`src/design/cbco_pkg.sv`:
```
// Constants for the compare, branch and control order executor.
// Assumes a 32-bit APB master and a 52-bit word, bit n held at index n-1.
package cbco_pkg;

  localparam int WORD_W   = 52;
  localparam int ADDR_W   = 16;
  localparam int PADDR_W  = 8;
  localparam int MAX_SBUF = 16;

  // Register byte offsets
  localparam logic [7:0] OFS_CTRL    = 8'h00;
  localparam logic [7:0] OFS_ADDR_A  = 8'h04;
  localparam logic [7:0] OFS_ADDR_B  = 8'h08;
  localparam logic [7:0] OFS_ADDR_C  = 8'h0C;
  localparam logic [7:0] OFS_OSTB    = 8'h10;
  localparam logic [7:0] OFS_OPA_LO  = 8'h14;
  localparam logic [7:0] OFS_OPA_HI  = 8'h18;
  localparam logic [7:0] OFS_OPB_LO  = 8'h1C;
  localparam logic [7:0] OFS_OPB_HI  = 8'h20;
  localparam logic [7:0] OFS_SEQ     = 8'h24;
  localparam logic [7:0] OFS_STATUS  = 8'h28;
  localparam logic [7:0] OFS_SUBCALL = 8'h2C;
  localparam logic [7:0] OFS_SENT_LO = 8'h30;
  localparam logic [7:0] OFS_SENT_HI = 8'h34;
  localparam logic [7:0] OFS_SEARCH  = 8'h38;
  localparam logic [7:0] OFS_KEYSEL  = 8'h3C;
  localparam logic [7:0] OFS_KEY_LO  = 8'h40;
  localparam logic [7:0] OFS_KEY_HI  = 8'h44;

  // Field positions
  localparam int CTRL_START_BIT = 8;
  localparam int ST_BUSY        = 0;
  localparam int ST_HALTED      = 1;
  localparam int ST_KEY_WAIT    = 2;
  localparam int ST_BRANCHED    = 3;
  localparam int ST_SUB_VALID   = 4;
  localparam int ST_AT_FIRST    = 5;
  localparam int SUB_VALID_BIT  = 16;
  localparam int KEYSEL_KEY_BIT = 4;
  localparam int HI_W           = WORD_W - 32;
  localparam int MAG_W          = 44;
  localparam int SIGN_IDX       = 44;
  localparam int SENT_IDX       = 51;
  localparam int OSTB_W         = 13;
  localparam int OSTB_HALT      = 0;
  localparam int OSTB_PROCEED   = 1;
  localparam int OSTB_BRK_LSB   = 2;
  localparam int NUM_BRK        = 10;

  // Order word layout: op, A, B, C
  localparam int OP_LSB = 48;
  localparam int A_LSB  = 32;
  localparam int B_LSB  = 16;

  // Order codes
  localparam logic [3:0] OP_NO_OP          = 4'h0;
  localparam logic [3:0] OP_NUMERIC_LE     = 4'h1;
  localparam logic [3:0] OP_NUMERIC_NE     = 4'h2;
  localparam logic [3:0] OP_ALPHA_LE       = 4'h3;
  localparam logic [3:0] OP_ALPHA_NE       = 4'h4;
  localparam logic [3:0] OP_FIRST_KEY      = 4'h5;
  localparam logic [3:0] OP_SECOND_KEY     = 4'h6;
  localparam logic [3:0] OP_PRINT_ALPHA    = 4'h7;
  localparam logic [3:0] OP_PRINT_NUMERIC  = 4'h8;
  localparam logic [3:0] OP_COND_HALT      = 4'h9;
  localparam logic [3:0] OP_JUMP_SUBCALL   = 4'hA;
  localparam logic [3:0] OP_BRANCH_RETURN  = 4'hB;
  localparam logic [3:0] OP_TAPE_REWIND    = 4'hC;

  // Console optional-stop switch
  localparam logic [1:0] SW_STOP    = 2'h0;
  localparam logic [1:0] SW_PROCEED = 2'h1;
  localparam logic [1:0] SW_COMPARE = 2'h2;

  localparam logic [ADDR_W-1:0] ADDR_VOID     = 16'h0000;
  localparam logic [ADDR_W-1:0] SENT_REG_ADDR = 16'h1997;
  localparam logic [ADDR_W-1:0] SEQ_RST       = 16'h0000;
  localparam logic [WORD_W-1:0] PASS_WORD     = {OP_NO_OP, 48'h0000_0000_0000};

endpackage

```
`src/design/cbco_cmp.sv`:
```
// Numeric and alphabetic word comparator.
// Assumes BCD magnitude in bits 1..44, sign in bit 45, collating codes ascending.
`timescale 1ns/1ps
module cbco_cmp (
  input  wire logic [cbco_pkg::WORD_W-1:0] word_a,
  input  wire logic [cbco_pkg::WORD_W-1:0] word_b,
  output logic                             num_lt,
  output logic                             num_eq,
  output logic                             alp_lt,
  output logic                             alp_eq
);
  import cbco_pkg::*;

  logic [MAG_W-1:0] mag_a;
  logic [MAG_W-1:0] mag_b;
  logic             neg_a;
  logic             neg_b;

  // Bits 49..51 never reach the numeric path
  assign mag_a = word_a[MAG_W-1:0];
  assign mag_b = word_b[MAG_W-1:0];
  // A zero magnitude is never negative, so +0 equals -0
  assign neg_a = word_a[SIGN_IDX] && (mag_a != '0);
  assign neg_b = word_b[SIGN_IDX] && (mag_b != '0);

  always_comb begin
    num_eq = (neg_a == neg_b) && (mag_a == mag_b);
    num_lt = (neg_a && !neg_b) || (!neg_a && !neg_b && (mag_a < mag_b)) || (neg_a && neg_b && (mag_a > mag_b));
  end

  // Whole word including sign and bits 49..51; digit codes sit below letter codes
  assign alp_eq = (word_a == word_b);
  assign alp_lt = (word_a < word_b);

endmodule // cbco_cmp

```
`src/design/cbco_exec.sv`:
```
// Executor for comparison, key comparison, print and control orders, APB slave.
// Assumes synchronous console inputs and software-fed operands and search keys.
//
// Overview of operation
// - Rewind leaves unit at first block
// - Numeric compare algebraic, plus zero equals minus
// - Numeric less-or-equal loads sequence with C
// - Numeric inequality loads sequence with C
// - Alphabetic: signed zeros differ, digits before letters
// - Alphabetic less-or-equal branches to C
// - Alphabetic inequality branches on any bit difference
// - Key compare copies buffered key into A
// - Stall only while same buffer search pending
// - Unfilled unsearched buffer: no copy, no stall
// - Sentinel or pass order into register 1997
// - First key branches when at least B
// - Second key branches when at most B
// - Numeric ignores bits 49-51, alphabetic keeps
// - Print A; optional sequence change and subcall
// - Pass just takes next order
// - Optional stop: forced halt or switch
// - Compare mode halts on matching breakpoint
// - Start subcalls C; set-up then start resumes
// - Encoded bits 17, 18, 19-28 control stop
// - Sequence change: sequence gets B, subcall C
// - Branch-return stores restore order into A
`timescale 1ns/1ps
module cbco_exec #(
  parameter int NUM_SBUF = 10
) (
  input  wire logic                          clk_sys,
  input  wire logic                          srst,
  input  wire logic                          psel,
  input  wire logic                          penable,
  input  wire logic                          pwrite,
  input  wire logic [cbco_pkg::PADDR_W-1:0]  paddr,
  input  wire logic [31:0]                   pwdata,
  output logic [31:0]                        prdata,
  output logic                               pready,
  output logic                               pslverr,
  input  wire logic [1:0]                    stop_switch,
  input  wire logic [cbco_pkg::NUM_BRK-1:0]  brk_switch,
  input  wire logic                          start_button,
  input  wire logic                          setup_button,
  output logic                               halted,
  output logic                               print_valid,
  output logic                               print_alpha,
  output logic [cbco_pkg::WORD_W-1:0]        print_word,
  output logic                               rewind_valid,
  output logic [7:0]                         rewind_unit
);
  import cbco_pkg::*;

  if (NUM_SBUF < 1 || NUM_SBUF > MAX_SBUF) begin : g_bad_sbuf
    $error("NUM_SBUF out of range");
  end

  typedef enum logic [2:0] {S_IDLE, S_EXEC, S_KWAIT, S_KCMP, S_HALT} cbco_state_e;

  typedef struct packed {
    cbco_state_e                             st;
    logic                                    pready;
    logic                                    pslverr;
    logic [31:0]                             prdata;
    logic [3:0]                              op;
    logic [ADDR_W-1:0]                       addr_a;
    logic [ADDR_W-1:0]                       addr_b;
    logic [ADDR_W-1:0]                       addr_c;
    logic [OSTB_W-1:0]                       ostb;
    logic [WORD_W-1:0]                       opa;
    logic [WORD_W-1:0]                       opb;
    logic [ADDR_W-1:0]                       seq;
    logic [WORD_W-1:0]                       sent;
    logic [ADDR_W-1:0]                       sub_addr;
    logic                                    sub_vld;
    logic                                    branched;
    logic [4:0]                              keysel;
    logic [NUM_SBUF-1:0][1:0][WORD_W-1:0]    keys;
    logic [NUM_SBUF-1:0]                     filled;
    logic [NUM_SBUF-1:0]                     pending;
    logic                                    setup_seen;
    logic                                    start_prev;
    logic                                    setup_prev;
    logic                                    at_first;
    logic                                    halted;
    logic                                    print_vld;
    logic                                    print_alpha;
    logic [WORD_W-1:0]                       print_word;
    logic                                    rewind_vld;
    logic [7:0]                              rewind_unit;
  } cbco_reg_s;

  cbco_reg_s q;
  cbco_reg_s d;

  logic num_lt;
  logic num_eq;
  logic alp_lt;
  logic alp_eq;

  cbco_cmp u_cmp (
    .word_a (q.opa),
    .word_b (q.opb),
    .num_lt (num_lt),
    .num_eq (num_eq),
    .alp_lt (alp_lt),
    .alp_eq (alp_eq)
  );

  logic [3:0]  buf_idx;
  logic        buf_ok;
  logic [3:0]  ksel_idx;
  logic        ksel_ok;
  logic        wr_en;
  logic        rd_en;
  logic        hit;
  logic [31:0] rd_word;
  logic        take;
  logic        stop_now;
  logic        start_rise;
  logic        setup_rise;

  assign buf_idx    = q.addr_a[3:0];
  assign buf_ok     = (32'(buf_idx) < NUM_SBUF);
  assign ksel_idx   = q.keysel[3:0];
  assign ksel_ok    = (32'(ksel_idx) < NUM_SBUF);
  assign wr_en      = psel && penable && q.pready && pwrite;
  assign rd_en      = psel && penable && q.pready && !pwrite;
  assign start_rise = start_button && !q.start_prev;
  assign setup_rise = setup_button && !q.setup_prev;

  always_comb begin
    hit     = 1'b1;
    rd_word = 32'h0000_0000;
    case (paddr)
      OFS_CTRL:    rd_word = {28'h000_0000, q.op};
      OFS_ADDR_A:  rd_word = {16'h0000, q.addr_a};
      OFS_ADDR_B:  rd_word = {16'h0000, q.addr_b};
      OFS_ADDR_C:  rd_word = {16'h0000, q.addr_c};
      OFS_OSTB:    rd_word = {19'h0_0000, q.ostb};
      OFS_OPA_LO:  rd_word = q.opa[31:0];
      OFS_OPA_HI:  rd_word = {12'h000, q.opa[WORD_W-1:32]};
      OFS_OPB_LO:  rd_word = q.opb[31:0];
      OFS_OPB_HI:  rd_word = {12'h000, q.opb[WORD_W-1:32]};
      OFS_SEQ:     rd_word = {16'h0000, q.seq};
      OFS_STATUS:  rd_word = {26'h000_0000, q.at_first, q.sub_vld, q.branched,
                              (q.st == S_KWAIT), q.halted, (q.st != S_IDLE)};
      OFS_SUBCALL: rd_word = {15'h0000, q.sub_vld, q.sub_addr};
      OFS_SENT_LO: rd_word = q.sent[31:0];
      OFS_SENT_HI: rd_word = {12'h000, q.sent[WORD_W-1:32]};
      OFS_SEARCH:  rd_word = {16'h0000, MAX_SBUF'(q.filled)};
      OFS_KEYSEL:  rd_word = {27'h000_0000, q.keysel};
      OFS_KEY_LO:  rd_word = ksel_ok ? q.keys[ksel_idx][q.keysel[KEYSEL_KEY_BIT]][31:0] : 32'h0000_0000;
      OFS_KEY_HI:  rd_word = ksel_ok ? {12'h000, q.keys[ksel_idx][q.keysel[KEYSEL_KEY_BIT]][WORD_W-1:32]}
                                     : 32'h0000_0000;
      default:     hit = 1'b0;
    endcase
  end

  always_comb begin
    d            = q;
    d.pready     = psel && penable && !q.pready;
    d.pslverr    = psel && penable && !q.pready && !hit;
    d.prdata     = (psel && penable && !q.pready && !pwrite) ? rd_word : 32'h0000_0000;
    d.print_vld  = 1'b0;
    d.rewind_vld = 1'b0;
    d.start_prev = start_button;
    d.setup_prev = setup_button;
    take         = 1'b0;
    stop_now     = 1'b0;

    // Register writes; operand and sequence fields locked while an order runs
    if (wr_en && hit) begin
      case (paddr)
        OFS_CTRL: begin
          if (pwdata[CTRL_START_BIT] && q.st == S_IDLE) begin
            d.op       = pwdata[3:0];
            d.st       = S_EXEC;
            d.branched = 1'b0;
          end
        end
        OFS_ADDR_A:  if (q.st == S_IDLE) d.addr_a = pwdata[ADDR_W-1:0];
        OFS_ADDR_B:  if (q.st == S_IDLE) d.addr_b = pwdata[ADDR_W-1:0];
        OFS_ADDR_C:  if (q.st == S_IDLE) d.addr_c = pwdata[ADDR_W-1:0];
        OFS_OSTB:    if (q.st == S_IDLE) d.ostb = pwdata[OSTB_W-1:0];
        OFS_OPA_LO:  if (q.st == S_IDLE) d.opa[31:0] = pwdata;
        OFS_OPA_HI:  if (q.st == S_IDLE) d.opa[WORD_W-1:32] = pwdata[HI_W-1:0];
        OFS_OPB_LO:  if (q.st == S_IDLE) d.opb[31:0] = pwdata;
        OFS_OPB_HI:  if (q.st == S_IDLE) d.opb[WORD_W-1:32] = pwdata[HI_W-1:0];
        OFS_SEQ:     if (q.st == S_IDLE) d.seq = pwdata[ADDR_W-1:0];
        OFS_SEARCH: begin
          // Issuing a search empties the buffer until its keys arrive
          d.pending = q.pending | pwdata[NUM_SBUF-1:0];
          d.filled  = q.filled & ~pwdata[NUM_SBUF-1:0];
        end
        OFS_KEYSEL:  d.keysel = pwdata[4:0];
        OFS_KEY_LO: begin
          if (ksel_ok) d.keys[ksel_idx][q.keysel[KEYSEL_KEY_BIT]][31:0] = pwdata;
        end
        OFS_KEY_HI: begin
          if (ksel_ok) begin
            d.keys[ksel_idx][q.keysel[KEYSEL_KEY_BIT]][WORD_W-1:32] = pwdata[HI_W-1:0];
            // Second key high half closes the search on that buffer
            if (q.keysel[KEYSEL_KEY_BIT]) begin
              d.filled[ksel_idx]  = 1'b1;
              d.pending[ksel_idx] = 1'b0;
            end
          end
        end
        default: ;
      endcase
    end
    // Reading the subcall register clears its flag; a new call below wins
    if (rd_en && paddr == OFS_SUBCALL) d.sub_vld = 1'b0;

    case (q.st)
      S_IDLE: ;
      S_EXEC: begin
        d.st = S_IDLE;
        case (q.op)
          OP_NUMERIC_LE: take = num_lt || num_eq;
          OP_NUMERIC_NE: take = !num_eq;
          OP_ALPHA_LE:   take = alp_lt || alp_eq;
          OP_ALPHA_NE:   take = !alp_eq;
          OP_FIRST_KEY, OP_SECOND_KEY: begin
            if (buf_ok && q.pending[buf_idx]) begin
              d.st = S_KWAIT;
            end else begin
              if (buf_ok && q.filled[buf_idx]) d.opa = q.keys[buf_idx][q.op == OP_SECOND_KEY];
              d.st = S_KCMP;
            end
          end
          OP_PRINT_ALPHA, OP_PRINT_NUMERIC: begin
            d.print_vld   = 1'b1;
            d.print_alpha = (q.op == OP_PRINT_ALPHA);
            d.print_word  = q.opa;
            if (q.addr_b != ADDR_VOID) d.seq = q.addr_b;
            if (q.addr_c != ADDR_VOID) begin
              d.sub_addr = q.addr_c;
              d.sub_vld  = 1'b1;
            end
          end
          OP_COND_HALT: begin
            // Switch levels are read only in this cycle
            if (q.ostb[OSTB_HALT]) begin
              stop_now = 1'b1;
            end else if (!q.ostb[OSTB_PROCEED]) begin
              case (stop_switch)
                SW_STOP:    stop_now = 1'b1;
                SW_COMPARE: stop_now = |(q.ostb[OSTB_BRK_LSB +: NUM_BRK] & brk_switch);
                default:    stop_now = 1'b0;
              endcase
            end
            if (stop_now) begin
              d.st         = S_HALT;
              d.halted     = 1'b1;
              d.setup_seen = 1'b0;
            end else begin
              d.sub_addr = q.addr_c;
              d.sub_vld  = 1'b1;
            end
          end
          OP_JUMP_SUBCALL: begin
            d.seq      = q.addr_b;
            d.sub_addr = q.addr_c;
            d.sub_vld  = 1'b1;
          end
          OP_BRANCH_RETURN: begin
            // Sequence register already points one past this order
            d.opa      = {OP_JUMP_SUBCALL, ADDR_VOID, q.seq, ADDR_VOID};
            d.seq      = q.addr_b;
            d.sub_addr = q.addr_c;
            d.sub_vld  = 1'b1;
          end
          OP_TAPE_REWIND: begin
            d.rewind_vld  = 1'b1;
            d.rewind_unit = q.addr_a[7:0];
            d.at_first    = 1'b1;
          end
          default: ;
        endcase
        if (take) begin
          d.seq      = q.addr_c;
          d.branched = 1'b1;
        end
      end
      S_KWAIT: begin
        if (!q.pending[buf_idx]) begin
          if (q.filled[buf_idx]) d.opa = q.keys[buf_idx][q.op == OP_SECOND_KEY];
          d.st = S_KCMP;
        end
      end
      S_KCMP: begin
        d.st   = S_IDLE;
        d.sent = q.opa[SENT_IDX] ? q.opa : PASS_WORD;
        if (q.op == OP_FIRST_KEY) take = !alp_lt;
        else take = alp_lt || alp_eq;
        if (take) begin
          d.seq      = q.addr_c;
          d.branched = 1'b1;
        end
      end
      S_HALT: begin
        if (setup_rise) d.setup_seen = 1'b1;
        if (start_rise) begin
          d.st     = S_IDLE;
          d.halted = 1'b0;
          if (!q.setup_seen) begin
            d.sub_addr = q.addr_c;
            d.sub_vld  = 1'b1;
          end
        end
      end
      default: d.st = S_IDLE;
    endcase
  end

  always_ff @(posedge clk_sys) begin
    if (srst) begin
      q     <= '0;
      q.st  <= S_IDLE;
      q.seq <= SEQ_RST;
    end else begin
      q <= d;
    end
  end

  assign prdata       = q.prdata;
  assign pready       = q.pready;
  assign pslverr      = q.pslverr;
  assign halted       = q.halted;
  assign print_valid  = q.print_vld;
  assign print_alpha  = q.print_alpha;
  assign print_word   = q.print_word;
  assign rewind_valid = q.rewind_vld;
  assign rewind_unit  = q.rewind_unit;
endmodule // cbco_exec

```
`config.mk`:
```
export PLATFORM = sky130hd
export DESIGN_NAME = cbco_exec
export DESIGN_NICKNAME = d
export VERILOG_FILES = /design/src/design/cbco_pkg.sv /design/src/design/cbco_cmp.sv /design/src/design/cbco_exec.sv
export SDC_FILE = /design/constraint.sdc
export NUM_CORES = 2
export LEC_CHECK = 0
export BUFFER_PORTS_ARGS = -buffer_cell sky130_fd_sc_hd__buf_2
export CAP_MARGIN = 20
export CORE_MARGIN = 2
export CORE_UTILIZATION = 25
export CTS_BUF_LIST = sky130_fd_sc_hd__clkbuf_8
export DETAILED_ROUTE_END_ITERATION = 16
export GPL_TIMING_DRIVEN = 0
export SLEW_MARGIN = 20
export SYNTH_ARGS = -nofsm -noshare
export SYNTH_HDL_FRONTEND = slang
export SYNTH_SLANG_ARGS = --single-unit
```
`constraint.sdc`:
```
create_clock -name clk_sys -period 4.6 [get_ports clk_sys]
set_input_delay 0 -clock clk_sys [delete_from_list [all_inputs] [get_ports clk_sys]]
set_output_delay 0 -clock clk_sys [all_outputs]
set_load 0.02 [all_outputs]
```
==> results.md <==
* Min Tclk post-route at 4.855 ns
* CP Capture Type: flip-flop
* FF-to-FF Start: ksel_idx[0]
* FP Rows at 196
* PwrDens at 310.9 mW/mm^2
* Main synth FF type: dfxtp_1
* RSZ-0062 raised after global routing: yes
* P&R area growth vs syn at 16.82%
* Syn Inst Count at 8383
* CP arrival at 5.72 ns
* Register area share after synthesis at 0.3995
* 1st-pass router iterations at 10
* I/O Pins at 157
* Antenna violations before repair at 50
* Post-synth EDFFs at 0
* Cell variety after synth at 77
* FFs w/ async S/R, synth at 0
* Root Buffer: clkbuf_8
* Synthesis warning total at 0
* # fillers at 30560
* Status: complete, but fails checks
* Dpl hpwl at 328.1 mm
* Failing checks: setup timing
* NumNets Final at 8976
* Clock buffer depth at 3
* Remaining DRCs at 0
* Placer Congestion at 1.107
* LEAKAGE at 26.73 nW
* WP data required at 5.47 ns
* Peak VDD IR at 0.3009 mV
* DR iter-0 viols at 12700
* Skew final at 0.07296 ns
* Detailed-route via count at 73870
* CTS buffer count at 241
* H-tree levels at 4
* DRT Wirelength at 426.3 mm
* First-pass GRT wire length at 563.6 mm
* Worst slew pin tran at 1.316 ns
* Slew Viols, Final at 0
* Fraction of layout cells with a size suffix above 1 at 0.1635
* Antenna Nets Post-Route at 0
* Starting density of the core at 0.2508
* Synth area leader: dfxtp_1
* DR WL/cell at 33.15 um
* CP Launch Type: flip-flop
* Flops & latches, synth at 1425
* Fin Hold WS at 0.04368 ns
* Mapped cell area at 0.07141 mm^2
* CTS tree: done
* Setup Viol. Count Final at 78
* Slew HR at 0.1181
* Core area at 0.2847 mm^2
* Clock sink total at 1425
* Total GRT Usage at 0.2803
* Die area at 0.2900 mm^2
* Final worst setup slack at -0.2546 ns
* Area contributors post-synth: dfxtp_1, mux4_2, nand2_1, a21oi_1, clkbuf_1
* WS Path Type: reg2reg
* Final total power at 25.94 mW
* Multi-input logic area at 0.03853 mm^2
* Worst skew pair latency at 1.13 ns
* Total gr overflow at 0
* # port buffers at 140
* Setup Fix Bufs, Post-CTS at 0
* Crit path from: ksel_idx[0]
* Final worst path period share at 1.055
* Register area at 0.02853 mm^2
* Top-area cell type share of the netlist area at 0.3995
* Vias in the first global route at 65510
* Crit-path max FO at 10
* DR vias/cell at 5.744
* Clock Pin Slew Worst Setup and Hold Paths at 0.06 ns
* Syn_area_per_cell at 8.519 um^2
* Final hold violations at 0
* Synthesized net count at 8497
* Min-Delay Startpoint: pwdata[14]
* Largest net degree at the start of global routing at 20
* Chip width at 538.5 um
* Max Cap Violations at 0
* Fmax at 206.0 MHz
* Chip height at 538.5 um
* Worst min-delay path class: in2reg
path summary, 6_finish.rpt:
path / slack [ns] / cells after the start / endpoint
setup / recovery: -0.25 / 9 / prdata[8]
hold reg to reg: 0.46 / 2 / print_word[49]
hold / removal: 0.04 / 5 / q[1317]
setup reg to reg: -0.25 / 9 / prdata[8]
final cells by class:
type                       instances  share of cell area
tap                             3762             0.05642
buffer                           931             0.05233
antenna                           35            0.001050
sequential                      1425              0.3420
timing repair buffer             237             0.02127
multi-input combinational       5946              0.4618
inverter                          80            0.003599
clock buffer                     317             0.05230
clock inverter                   128            0.009254
cell usage after synthesis (22+ instances only):
| cell | count |
|---|---|
| a21oi_1 | 1367 |
| a221oi_1 | 166 |
| a222oi_1 | 22 |
| a22o_1 | 93 |
| a22oi_1 | 127 |
| buf_1 | 69 |
| buf_2 | 125 |
| buf_4 | 120 |
| clkbuf_1 | 612 |
| dfxtp_1 | 1425 |
| ha_1 | 55 |
| inv_1 | 79 |
| mux2_2 | 76 |
| mux2i_1 | 195 |
| mux4_2 | 440 |
| nand2_1 | 2568 |
| nand3_1 | 125 |
| nand4_1 | 25 |
| nor2_1 | 218 |
| nor3_1 | 28 |
| nor4_1 | 35 |
| o211ai_1 | 55 |
| o21ai_0 | 75 |
| o32a_1 | 25 |
per-layer routing:
| layer | track usage | wire length [um] | up-vias |
|---|---|---|---|
| met1 | 0.3503 | 159900 | 35910 |
| met2 | 0.3832 | 165600 | 6022 |
| met5 | 0 | 262 | - |
| met3 | 0.1279 | 65570 | 1420 |
| met4 | 0.1842 | 35000 | 38 |
| li1 | - | - | 30490 |
critical path, stage by stage, from the launching register on:
cell      delay [ns]
dfxtp_1         0.32
clkbuf_1        0.54
buf_2           0.49
buf_2           0.58
clkbuf_1        0.79
mux4_2          0.35
mux2i_1         0.12
o21ai_0         0.22
nand3_1         0.30
a21oi_1         0.86
metrics by stage:
step	setup slack [ns]	TNS (ns)	cell area (um^2)	util	std cells
3_5_place_dp	-0.6564	-51.33	77340	0.2716	12310
5_1_grt	-0.02702	-0.05580	83350	0.2927	12830
2_1_floorplan	1.781	0	71410	-	8383
3_3_place_gp	-1.325	-397.66	76820	0.2698	12290
6_report	-0.2546	-5.804	83430	0.2930	12860
4_1_cts	0.03900	0	83260	0.2924	12830
cell families (layout without fill, tap and decap cells):
logic type      after synthesis  in the layout  share of synthesized area
simple gates               3096           3096                     0.1722
buf+inv                    1012           1693                    0.06237
mux                         743            743                     0.1838
other cells                   0             35                          0
fa+ha+maj                    55             55                   0.009636
compound gates             2052           2052                     0.1726
flops                      1425           1425                     0.3995
power breakdown:
group / switching (mW) / internal (mW) / leakage [nW]
Combinational: 0.957 / 0.146 / 12.3
Clock: 6.12 / 6.37 / 2.96
Sequential: 0.000626 / 12.3 / 11.5
Total: 7.08 / 18.9 / 26.7
repair_timing:
item,4_1_cts,5_1_grt
cloned,0,0
hold endpoints to repair,412,0
hold buffers,71,0
endpoints found under the setup margin,172,31
gates resized for setup,32,25
cell usage in the layout, fill, tap and decap left out, types with 125 or more instances in the layout:
master    count
mux2i_1     193
mux4_2      440
a221oi_1    166
buf_4       130
a22oi_1     127
buf_2       292
inv_1       156
dfxtp_1    1424
clkbuf_8    317
nand3_1     125
nand2_1    2568
nor2_1      210
clkbuf_1    537
a21oi_1    1363
No activity file was read; power rests on OpenSTA's default activity.
